===== config.mk =====
export PLATFORM = sky130hd
export DESIGN_NAME = ulm_status
export DESIGN_NICKNAME = d
export VERILOG_FILES = /design/src/ulm_pkg.sv /design/src/ulm_status.sv /design/src/ulm_fifo.sv /design/src/ulm_irda.sv
export SDC_FILE = /design/constraint.sdc
export NUM_CORES = 1
export LEC_CHECK = 0
export BUFFER_PORTS_ARGS = -buffer_cell sky130_fd_sc_hd__buf_4
export CAP_MARGIN = 40
export CORE_MARGIN = 5
export CORE_UTILIZATION = 65
export DETAILED_ROUTE_END_ITERATION = 16
export PLACE_DENSITY_LB_ADDON = 0.08
export SYNTH_ARGS = -nofsm -noshare
export SYNTH_HDL_FRONTEND = slang
export SYNTH_SLANG_ARGS = --single-unit

===== constraint.sdc =====
create_clock -name sys_clk_i -period 4.64 [get_ports sys_clk_i]
set_input_delay 0 -clock sys_clk_i [delete_from_list [all_inputs] [get_ports sys_clk_i]]
set_output_delay 0 -clock sys_clk_i [all_outputs]
set_load 0.02 [all_outputs]

===== src/ulm_pkg.sv =====
// Shared constants and carrier types for the line and modem status section
package ulm_pkg;
	// ----------------------------------------
	// Register index map
	// ----------------------------------------
	localparam logic [3:0] ADDR_DATA = 4'h0;
	localparam logic [3:0] ADDR_IER = 4'h1;
	localparam logic [3:0] ADDR_MCR = 4'h4;
	localparam logic [3:0] ADDR_LSR = 4'h5;
	localparam logic [3:0] ADDR_MSR = 4'h6;
	localparam logic [3:0] ADDR_FEATURE_CONTROL_REG = 4'h8;
	localparam logic [3:0] ADDR_EFR = 4'h9;
	// ----------------------------------------
	// Field positions
	// ----------------------------------------
	localparam int MCR_DTR = 0;
	localparam int MCR_RTS = 1;
	localparam int MCR_FSEL = 2;
	localparam int MCR_OUT2 = 3;
	localparam int MCR_LOOP = 4;
	localparam int MCR_XANY = 5;
	localparam int MCR_IREN = 6;
	localparam int MCR_PRESC = 7;
	localparam int IER_LSI = 2;
	localparam int IER_MSI = 3;
	localparam int EFR_ENH = 4;
	localparam int EFR_ACTS = 7;
	localparam int FEATURE_CONTROL_REG_IRINV = 4;
	localparam int FEATURE_CONTROL_REG_485 = 5;
	// ----------------------------------------
	// Reset values and counts
	// ----------------------------------------
	localparam logic [7:0] MCR_RST = 8'h00;
	localparam logic [7:0] IER_RST = 8'h00;
	localparam logic [7:0] EFR_RST = 8'h00;
	localparam logic [7:0] FEATURE_CONTROL_REG_RST = 8'h00;
	localparam logic [3:0] DELAY_RST = 4'h0;
	localparam int RX_FIFO_DEPTH = 16;
	localparam int PRESC_DIV = 4;
	localparam int IR_SAMPLES = 16;
	localparam int IR_PULSE = 3;
	// ----------------------------------------
	// Carriers
	// ----------------------------------------
	typedef struct packed {
		logic brk;
		logic frm;
		logic par;
		logic [7:0] data;
	} ulm_rx_char_t;
	typedef struct packed {
		logic wr;
		logic rd;
		logic [3:0] addr;
		logic [7:0] wdata;
	} ulm_reg_req_t;
	typedef struct packed {
		logic cd_n;
		logic ri_n;
		logic dsr_n;
		logic cts_n;
	} ulm_modem_in_t;
endpackage


===== src/ulm_status.sv =====
// Line status, modem status and upper modem control of one channel
`timescale 1ns/1ps
`default_nettype none
module ulm_status #(
	parameter int RX_DEPTH = ulm_pkg::RX_FIFO_DEPTH
) (
	// Clock and reset
	input wire logic sys_clk_i,
	input wire logic rst_i,
	input wire logic soft_rst_i,
	// Host register port
	input wire ulm_pkg::ulm_reg_req_t reg_req_i,
	output logic [7:0] reg_rdata_o,
	// Receiver side
	input wire logic rx_char_valid_i,
	input wire ulm_pkg::ulm_rx_char_t rx_char_i,
	output logic rx_fifo_ready_o,
	input wire logic rx_xon_i,
	input wire logic rx_xoff_i,
	output logic rx_serial_o,
	// Transmitter side
	input wire logic tx_serial_i,
	input wire logic tx_hold_empty_i,
	input wire logic tsr_empty_i,
	output logic tx_wr_o,
	output logic [7:0] tx_data_o,
	output logic tx_halt_o,
	// Baud timing
	input wire logic bit_tick_i,
	input wire logic samp_tick_i,
	output logic baud_clk_en_o,
	// Pins
	output logic serial_tx_o,
	input wire logic serial_rx_i,
	input wire ulm_pkg::ulm_modem_in_t modem_i,
	output logic rts_n_o,
	output logic dtr_n_o,
	input wire logic ir_strap_i,
	// Interrupt requests
	output logic line_irq_o,
	output logic modem_irq_o
);
	import ulm_pkg::*;
	localparam int CW = $clog2(RX_DEPTH+1);
	localparam int CHW = $bits(ulm_rx_char_t);
	if (RX_DEPTH < 2) begin : g_chk
		$error("ulm_status: RX_DEPTH must be at least 2");
	end
	typedef enum logic [1:0] {
		RS_RECV,
		RS_SEND,
		RS_HOLD
	} ulm_rs_state_t;

	// ----------------------------------------
	// Address decode
	// ----------------------------------------
	logic rd_data;
	logic rd_lsr;
	logic rd_msr;
	logic wr_data;
	logic wr_ier;
	logic wr_mcr;
	logic wr_msr;
	logic wr_feature_control_reg;
	logic wr_efr;
	assign rd_data = reg_req_i.rd && reg_req_i.addr == ADDR_DATA;
	assign rd_lsr = reg_req_i.rd && reg_req_i.addr == ADDR_LSR;
	assign rd_msr = reg_req_i.rd && reg_req_i.addr == ADDR_MSR;
	assign wr_data = reg_req_i.wr && reg_req_i.addr == ADDR_DATA;
	assign wr_ier = reg_req_i.wr && reg_req_i.addr == ADDR_IER;
	assign wr_mcr = reg_req_i.wr && reg_req_i.addr == ADDR_MCR;
	assign wr_msr = reg_req_i.wr && reg_req_i.addr == ADDR_MSR;
	assign wr_feature_control_reg = reg_req_i.wr && reg_req_i.addr == ADDR_FEATURE_CONTROL_REG;
	assign wr_efr = reg_req_i.wr && reg_req_i.addr == ADDR_EFR;

	// ----------------------------------------
	// Control registers
	// ----------------------------------------
	logic [7:0] ier_q;
	logic [7:0] mcr_q;
	logic [7:0] efr_q;
	logic [7:0] feature_control_reg_q;
	logic [3:0] delay_q;
	logic [7:0] ier_d;
	logic [7:0] mcr_d;
	logic [3:0] delay_d;
	logic enh;
	logic chan_rst;
	assign enh = efr_q[EFR_ENH];
	assign chan_rst = rst_i || soft_rst_i;
	// Upper bits are locked unless enhanced functions are on
	assign ier_d = wr_ier ? {enh ? reg_req_i.wdata[7:4] : ier_q[7:4], reg_req_i.wdata[3:0]} : ier_q;
	assign mcr_d = wr_mcr ? {enh ? reg_req_i.wdata[7:5] : mcr_q[7:5], reg_req_i.wdata[4:0]} : mcr_q;
	assign delay_d = (wr_msr && enh) ? reg_req_i.wdata[7:4] : delay_q;
	always_ff @(posedge sys_clk_i) begin
		if (chan_rst) begin
			ier_q <= IER_RST;
			mcr_q <= {MCR_RST[7], ir_strap_i, MCR_RST[5:0]};
			efr_q <= EFR_RST;
			feature_control_reg_q <= FEATURE_CONTROL_REG_RST;
			delay_q <= DELAY_RST;
		end else begin
			ier_q <= ier_d;
			mcr_q <= mcr_d;
			efr_q <= wr_efr ? reg_req_i.wdata : efr_q;
			feature_control_reg_q <= wr_feature_control_reg ? reg_req_i.wdata : feature_control_reg_q;
			delay_q <= delay_d;
		end
	end

	// ----------------------------------------
	// Receive FIFO and its tags
	// ----------------------------------------
	ulm_rx_char_t head;
	logic rx_valid;
	logic [CW-1:0] rx_count;
	logic push_try;
	logic push_fire;
	logic pop;
	logic overrun_set;
	logic brk_seen_q;
	logic hide_q;
	logic overrun_q;
	logic [CW-1:0] err_cnt_q;
	logic head_err;
	logic char_err;
	assign push_try = rx_char_valid_i && !(rx_char_i.brk && brk_seen_q);
	assign push_fire = push_try && rx_fifo_ready_o;
	assign overrun_set = push_try && !rx_fifo_ready_o;
	assign pop = rd_data && rx_valid;
	assign char_err = rx_char_i.brk || rx_char_i.frm || rx_char_i.par;
	assign head_err = head.brk || head.frm || head.par;
	ulm_fifo #(
		.WIDTH(CHW),
		.DEPTH(RX_DEPTH)
	) u_rx_fifo (
		.sys_clk_i(sys_clk_i),
		.rst_i(chan_rst),
		.in_valid_i(push_try),
		.in_ready_o(rx_fifo_ready_o),
		.in_data_i(rx_char_i),
		.out_valid_o(rx_valid),
		.out_ready_i(rd_data),
		.out_data_o(head),
		.count_o(rx_count)
	);
	always_ff @(posedge sys_clk_i) begin
		if (chan_rst) begin
			brk_seen_q <= 1'b0;
			hide_q <= 1'b0;
			overrun_q <= 1'b0;
			err_cnt_q <= '0;
		end else begin
			// Break stays armed until the line returns to mark
			brk_seen_q <= (rx_char_valid_i && rx_char_i.brk) || (brk_seen_q && !rx_serial_o);
			// read hides head tags until the next head
			hide_q <= pop ? 1'b0 : (hide_q || (rd_lsr && rx_valid));
			// overrun set wins over the clearing read
			overrun_q <= overrun_set || (overrun_q && !rd_lsr);
			err_cnt_q <= err_cnt_q + CW'(push_fire && char_err) - CW'(pop && head_err);
		end
	end

	// ----------------------------------------
	// Transmit status
	// ----------------------------------------
	logic hold_empty_q;
	logic thre_q;
	logic temt;
	always_ff @(posedge sys_clk_i) begin
		if (chan_rst) begin
			hold_empty_q <= 1'b1;
			thre_q <= 1'b1;
			tx_wr_o <= 1'b0;
			tx_data_o <= 8'h00;
		end else begin
			hold_empty_q <= tx_hold_empty_i;
			// host write clears, emptying edge sets
			if (wr_data) begin
				thre_q <= 1'b0;
			end else if (tx_hold_empty_i && !hold_empty_q) begin
				thre_q <= 1'b1;
			end
			tx_wr_o <= wr_data;
			tx_data_o <= wr_data ? reg_req_i.wdata : tx_data_o;
		end
	end
	assign temt = thre_q && tsr_empty_i;

	// ----------------------------------------
	// Line status value
	// ----------------------------------------
	logic [7:0] line_status;
	logic fifo_err;
	logic tag_show;
	assign fifo_err = err_cnt_q != '0;
	assign tag_show = rx_valid && !hide_q;
	assign line_status = {fifo_err, temt, thre_q, tag_show && head.brk, tag_show && head.frm,
		tag_show && head.par, overrun_q, rx_valid};
	assign line_irq_o = ier_q[IER_LSI] && (line_status[4:1] != 4'h0 || fifo_err);

	// ----------------------------------------
	// Modem status
	// ----------------------------------------
	logic loop;
	logic [3:0] stat;
	logic [3:0] stat_q;
	logic [3:0] delta_q;
	logic [3:0] delta_ev;
	assign loop = mcr_q[MCR_LOOP];
	// source selection, order cd ri dsr cts
	assign stat = loop ? {mcr_q[MCR_OUT2], mcr_q[MCR_FSEL], mcr_q[MCR_DTR], mcr_q[MCR_RTS]} : ~modem_i;
	// ring counts only its trailing edge
	assign delta_ev = {stat_q[3] ^ stat[3], stat_q[2] && !stat[2], stat_q[1] ^ stat[1], stat_q[0] ^ stat[0]};
	always_ff @(posedge sys_clk_i) begin
		if (chan_rst) begin
			// Pin levels loaded so an active input gives no false delta after reset
			stat_q <= ~modem_i;
			delta_q <= 4'h0;
		end else begin
			stat_q <= stat;
			// read clears, new change still wins
			delta_q <= (rd_msr ? 4'h0 : delta_q) | delta_ev;
		end
	end
	assign modem_irq_o = ier_q[IER_MSI] && delta_q != 4'h0;

	// ----------------------------------------
	// Flow control
	// ----------------------------------------
	logic xoff_q;
	logic cts_halt;
	always_ff @(posedge sys_clk_i) begin
		if (chan_rst) begin
			xoff_q <= 1'b0;
		end else begin
			xoff_q <= rx_xoff_i || (xoff_q && !rx_xon_i && !(mcr_q[MCR_XANY] && rx_char_valid_i));
		end
	end
	// CTS high reads as status 0
	assign cts_halt = efr_q[EFR_ACTS] && !mcr_q[MCR_FSEL] && !stat[0];
	assign tx_halt_o = xoff_q || cts_halt;

	// ----------------------------------------
	// RS-485 direction
	// ----------------------------------------
	ulm_rs_state_t rs_q;
	ulm_rs_state_t rs_d;
	logic [3:0] hold_cnt_q;
	logic [3:0] hold_cnt_d;
	logic busy;
	assign busy = wr_data || !temt;
	always_comb begin
		rs_d = rs_q;
		hold_cnt_d = hold_cnt_q;
		case (rs_q)
			RS_RECV: begin
				if (busy) begin
					rs_d = RS_SEND;
				end
			end
			RS_SEND: begin
				if (!busy) begin
					rs_d = (delay_q == 4'h0) ? RS_RECV : RS_HOLD;
					hold_cnt_d = 4'h0;
				end
			end
			RS_HOLD: begin
				if (busy) begin
					rs_d = RS_SEND;
				end else if (bit_tick_i) begin
					hold_cnt_d = hold_cnt_q + 4'h1;
					if (4'(hold_cnt_q + 4'h1) == delay_q) begin
						rs_d = RS_RECV;
					end
				end
			end
			default: begin
				rs_d = RS_RECV;
			end
		endcase
	end
	always_ff @(posedge sys_clk_i) begin
		if (chan_rst) begin
			rs_q <= RS_RECV;
			hold_cnt_q <= 4'h0;
		end else begin
			rs_q <= rs_d;
			hold_cnt_q <= hold_cnt_d;
		end
	end
	// loopback parks the modem outputs inactive
	assign rts_n_o = loop || (feature_control_reg_q[FEATURE_CONTROL_REG_485] ? rs_q != RS_RECV : !mcr_q[MCR_RTS]);
	assign dtr_n_o = loop || !mcr_q[MCR_DTR];

	// ----------------------------------------
	// Prescaler and serial path
	// ----------------------------------------
	logic [1:0] presc_q;
	logic phy_rx;
	always_ff @(posedge sys_clk_i) begin
		if (chan_rst) begin
			presc_q <= 2'h0;
		end else begin
			presc_q <= presc_q + 2'h1;
		end
	end
	// one enable in four when divided
	assign baud_clk_en_o = !mcr_q[MCR_PRESC] || presc_q == 2'(PRESC_DIV - 1);
	ulm_irda u_irda (
		.sys_clk_i(sys_clk_i),
		.rst_i(chan_rst),
		.ir_en_i(mcr_q[MCR_IREN]),
		.rx_inv_i(feature_control_reg_q[FEATURE_CONTROL_REG_IRINV]),
		.samp_tick_i(samp_tick_i),
		.tx_serial_i(loop || tx_serial_i),
		.rx_serial_o(phy_rx),
		.serial_tx_o(serial_tx_o),
		.serial_rx_i(serial_rx_i)
	);
	// Loopback bypasses the phy so the encoder latency never reaches the receiver
	assign rx_serial_o = loop ? tx_serial_i : phy_rx;

	// ----------------------------------------
	// Read data
	// ----------------------------------------
	logic [7:0] rd_mux;
	assign rd_mux = (reg_req_i.addr == ADDR_DATA) ? (rx_valid ? head.data : 8'h00) :
		(reg_req_i.addr == ADDR_IER) ? ier_q :
		(reg_req_i.addr == ADDR_MCR) ? mcr_q :
		(reg_req_i.addr == ADDR_LSR) ? line_status :
		(reg_req_i.addr == ADDR_MSR) ? {stat, delta_q} :
		(reg_req_i.addr == ADDR_FEATURE_CONTROL_REG) ? feature_control_reg_q :
		(reg_req_i.addr == ADDR_EFR) ? efr_q : 8'h00;
	always_ff @(posedge sys_clk_i) begin
		if (chan_rst) begin
			reg_rdata_o <= 8'h00;
		end else if (reg_req_i.rd) begin
			reg_rdata_o <= rd_mux;
		end
	end
endmodule
`default_nettype wire


===== src/ulm_fifo.sv =====
// Flip-flop FIFO with valid and ready on both sides
`timescale 1ns/1ps
`default_nettype none
module ulm_fifo #(
	parameter int WIDTH = 11,
	parameter int DEPTH = 16
) (
	// Clock and reset
	input wire logic sys_clk_i,
	input wire logic rst_i,
	// Fill side
	input wire logic in_valid_i,
	output logic in_ready_o,
	input wire logic [WIDTH-1:0] in_data_i,
	// Drain side
	output logic out_valid_o,
	input wire logic out_ready_i,
	output logic [WIDTH-1:0] out_data_o,
	// Fill level
	output logic [$clog2(DEPTH+1)-1:0] count_o
);
	localparam int AW = $clog2(DEPTH);
	localparam int CW = $clog2(DEPTH+1);
	// Pointers wrap naturally, so depth must be a power of two
	if (DEPTH < 2 || (1 << AW) != DEPTH || WIDTH < 1) begin : g_chk
		$error("ulm_fifo: DEPTH must be a power of two of at least 2");
	end
	logic [WIDTH-1:0] mem_q [DEPTH];
	logic [AW-1:0] wp_q;
	logic [AW-1:0] rp_q;
	logic [CW-1:0] cnt_q;
	logic push;
	logic pop;
	assign in_ready_o = cnt_q != CW'(DEPTH);
	assign out_valid_o = cnt_q != '0;
	assign out_data_o = mem_q[rp_q];
	assign count_o = cnt_q;
	assign push = in_valid_i && in_ready_o;
	assign pop = out_valid_o && out_ready_i;
	always_ff @(posedge sys_clk_i) begin
		if (rst_i) begin
			wp_q <= '0;
			rp_q <= '0;
			cnt_q <= '0;
		end else begin
			wp_q <= wp_q + AW'(push);
			rp_q <= rp_q + AW'(pop);
			cnt_q <= cnt_q + CW'(push) - CW'(pop);
		end
	end
	always_ff @(posedge sys_clk_i) begin
		if (push) begin
			mem_q[wp_q] <= in_data_i;
		end
	end
endmodule
`default_nettype wire


===== src/ulm_irda.sv =====
// Infrared pulse encoder and decoder on the serial pins
`timescale 1ns/1ps
`default_nettype none
module ulm_irda #(
	parameter int SAMPLES = ulm_pkg::IR_SAMPLES,
	parameter int PULSE = ulm_pkg::IR_PULSE
) (
	// Clock and reset
	input wire logic sys_clk_i,
	input wire logic rst_i,
	// Control
	input wire logic ir_en_i,
	input wire logic rx_inv_i,
	input wire logic samp_tick_i,
	// Serial side
	input wire logic tx_serial_i,
	output logic rx_serial_o,
	// Pins
	output logic serial_tx_o,
	input wire logic serial_rx_i
);
	import ulm_pkg::*;
	localparam int PW = $clog2(SAMPLES+1);
	if (PULSE < 1 || PULSE >= SAMPLES) begin : g_chk
		$error("ulm_irda: PULSE must lie between 1 and SAMPLES-1");
	end
	logic tx_prev_q;
	logic [PW-1:0] phase_q;
	logic [PW-1:0] stretch_q;
	logic ir_pulse;
	logic pulse_in;
	// Only the first zero bit of a run sends a short high pulse; a mark sends nothing
	assign ir_pulse = !tx_serial_i && phase_q < PW'(PULSE);
	assign pulse_in = serial_rx_i ^ rx_inv_i;
	always_ff @(posedge sys_clk_i) begin
		if (rst_i) begin
			tx_prev_q <= 1'b1;
			phase_q <= '0;
			stretch_q <= '0;
			serial_tx_o <= 1'b1;
			rx_serial_o <= 1'b1;
		end else begin
			tx_prev_q <= tx_serial_i;
			if (tx_serial_i != tx_prev_q) begin
				phase_q <= '0;
			end else if (samp_tick_i && phase_q != PW'(SAMPLES)) begin
				phase_q <= phase_q + PW'(1);
			end
			if (pulse_in) begin
				stretch_q <= PW'(SAMPLES);
			end else if (samp_tick_i && stretch_q != '0) begin
				stretch_q <= stretch_q - PW'(1);
			end
			serial_tx_o <= ir_en_i ? ir_pulse : tx_serial_i;
			rx_serial_o <= ir_en_i ? (stretch_q == '0 && !pulse_in) : serial_rx_i;
		end
	end
endmodule
`default_nettype wire


==> impl_metrics.csv <==
group,metric,value,unit
min_path,worst_hold_path_type,"in2reg",
final_layout,fin_area,13900,µm²
grt,grt_remaining_overflow,0,
synth,yosys_warnings,0,
floorplanning,core,17900,µm²
placed_design,dp_hpwl,18000,µm
pwr,powerDensity,373,nW/µm²
grt,grt_pass1_wl,43800,µm
grt,grt_max_degree,58,
floorplanning,num_io_pins,68,
worst_setup_path,path_class,"reg2reg",
floorplanning,rows,49,
timing,setup_tns,0,ps
worst_setup_path,crit_arrival,4160,ps
detailed_routing,drt_pass1_iterations,5,
final_layout,area_growth,18.0,%
detailed_routing,wl_per_cell,22.6,µm
detailed_routing,drt_iter0_drc,664,
status,status,"complete, no violations",
timing,min_period,3690,ps
final_layout,layout.nets,1079,
placed_design,dpl_cell_area,12600,µm²
final_layout,multi_input_area,4060,µm²
worst_setup_path,cp.required,5110,ps
pwr,peakVddDrop,400,µV
placed_design,io_buffers,67,
synth,yosysSeqAreaShare,62.8,%
clocking,clock_latency,550,ps
grt,first_global_vias,8035,
timing,whs,45.2,ps
clocking,cts_root_buf,"clkbuf_16",
synth,ys_seq_elements,282,
synth,synthesis.area,11800,µm²
floorplanning,die-area,21000,µm²
floorplanning,initial_utilization,65.9,%
worst_setup_path,end_kind,"flip-flop",
synth,synthFlopType,"edfxtp_1",
clocking,clkSinkCount,282,
final_layout,seq_area,7420,µm²
synth,synth-edff-count,177,
synth,synth.avg_cell_area,13.3,µm²
clocking,cts_setup_buffers,0,
timing,rsz0062_at_grt,"no",
worst_setup_path,startpoint_type,"flip-flop",
final_layout,instances_no_fill,1263,
timing,fmax,0.271,GHz
clocking,cts_buffer_depth,3,
final_layout,drive_gt1_share,18.6,%
timing,timing.slew.headroom,42.2,%
detailed_routing,viasPerCell,6.23,
placed_design,gp_congestion,0.882,
detailed_routing,drt_wl_total,28500,µm
grt,grt_use_total,27.5,%
clocking,cts_tree,"yes",
synth,synth_cell_types,62,
clocking,clk_pin_slew,60,ps
timing,finalSetupViolCount,0,
synth,postSynthCellCount,890,
timing,final-hold-violation-count,0,
timing,skew,17.9,ps
detailed_routing,antenna_left,0,
timing,worst_pin_slew,865,ps
synth,synth-async-reset-ratio,0,%
pwr,leakagePower,4.79,nW
placed_design,dp.cells,1168,
clocking,h-tree-depth,1,
detailed_routing,dr_total_vias,7865,
final_layout,antenna_cells,0,
worst_setup_path,path_max_fanout,22,
final_layout,fill_cells,1032,
flow_run,cap_violations,0,
synth,synth_fp_nets,956,
grt,antenna_found_initial,0,
floorplanning,die_h,145,µm
timing,post-route-period-util,79.5,%
clocking,numCtsBuffers,28,
timing,slew_viol_final,0,
floorplanning,die_x,145,µm
detailed_routing,drcViolationCount,0,
report_power, final:
| group | internal (mW) | switching [mW] | total, mW |
|---|---|---|---|
| sequential | 2.69 | 0.0190 | 2.71 |
| clock | 1.29 | 0.925 | 2.22 |
| combinational | 0.117 | 0.155 | 0.272 |
synth_stat cells (12+ instances only):
master      n  share of area (%)
a21oi_1    59                2.5
clkbuf_1   32                1.0
dfxtp_1   105                 18
edfxtp_1  177                 45
ha_1       22                2.3
inv_1      34                1.1
mux2i_1    19                1.6
mux4_2     49                9.3
nand2_1    94                3.0
nand3_1    30                1.3
nor2_1     78                2.5
o21ai_0    30                1.3
xnor2_1    12               0.89
xor2_1     15                1.1
metrics by stage:
step | utilization, % | setup slack [ps] | power (mW)
global placement | 70.2 | 1150 | 2.99
CTS | 77.8 | 933 | 5.22
floorplan | - | 1540 | 2.89
global route | 77.8 | 660 | 5.37
detailed placement | 70.2 | 947 | 3.00
finish | 77.8 | 950 | 5.20
placed cells by master, fill, tap and decap left out, types with 30 or more instances in the layout:
cell,Yosys,final
dfxtp_1,105,103
nor2_1,78,78
a21oi_1,59,59
nand2_1,94,94
edfxtp_1,177,177
dlygate4sd3_1,0,44
inv_1,34,34
mux4_2,49,49
o21ai_0,30,30
nand3_1,30,30
buf_4,0,90
state kept, by name, indices dropped and copies added (netlist names), 2 cells and up:
signal                 count
u_rx_fifo.mem_q          176
efr_q                      8
feature_control_reg_q      8
ier_q                      8
mcr_q                      8
reg_rdata_o                8
tx_data_o                  8
err_cnt_q                  5
u_irda.phase_q             5
u_irda.stretch_q           5
u_rx_fifo.count_o          5
delay_q                    4
delta_q                    4
hold_cnt_q                 4
stat_q                     4
u_rx_fifo.rp_q             4
u_rx_fifo.wp_q             4
presc_q                    2
rs_q                       2
worst max-delay path: stages (launching register included):
cell	delay, ps
dfxtp_2	800
mux4_1	650
a22oi_1	190
nand3_1	150
nor3_1	220
nor2_1	60
ha_1	270
inv_1	40
ha_1	190
inv_1	80
fa_1	170
inv_1	60
a21oi_1	170
nor2_1	80
or3_1	340
a21oi_1	140
cell type report:
class,instances,share of cell area [%]
flip-flops and latches,282,53.3
multi-input cells,533,29.2
repair buffers,134,8.01
clock buffers,40,5.64
well taps,229,2.06
clock inverters,11,0.943
inverters,34,0.916
worst paths after layout:
check	to	cells after the start	start	slack, ps
worst max-delay path	err_cnt_q[4]	15	u_rx_fifo.rp_q[0]	950
worst min-delay path	ier_q[3]	4	reg_req_i[11]	50
worst max register to register	err_cnt_q[4]	15	u_rx_fifo.rp_q[0]	950
worst min register to register	presc_q[0]	1	presc_q[0]	420
repair_timing:
action,CTS,global route
endpoints found under the hold margin,256,0
gates resized for setup,0,0
hold buffers,44,0
metal layers:
layer  GRT usage (%)  up-vias  routed length [µm]
li1                -     3550                   -
met1            34.8     3899               10700
met2            48.8      353               14900
met3            4.40       63                1960
met4            9.18        0                 959
met5               0        -                   0
cell families (layout without fill, tap and decap cells):
logic type | count (synthesis) | count (layout) | synth area share [%]
compound gates | 142 | 142 | 7.25
flops | 282 | 282 | 62.8
mux | 73 | 73 | 11.8
xor+xnor | 27 | 27 | 2.00
simple gates | 267 | 267 | 10.6
fa+ha+maj | 24 | 24 | 2.67
buf+inv | 75 | 219 | 2.83
Power figures use the tool's default switching activity.
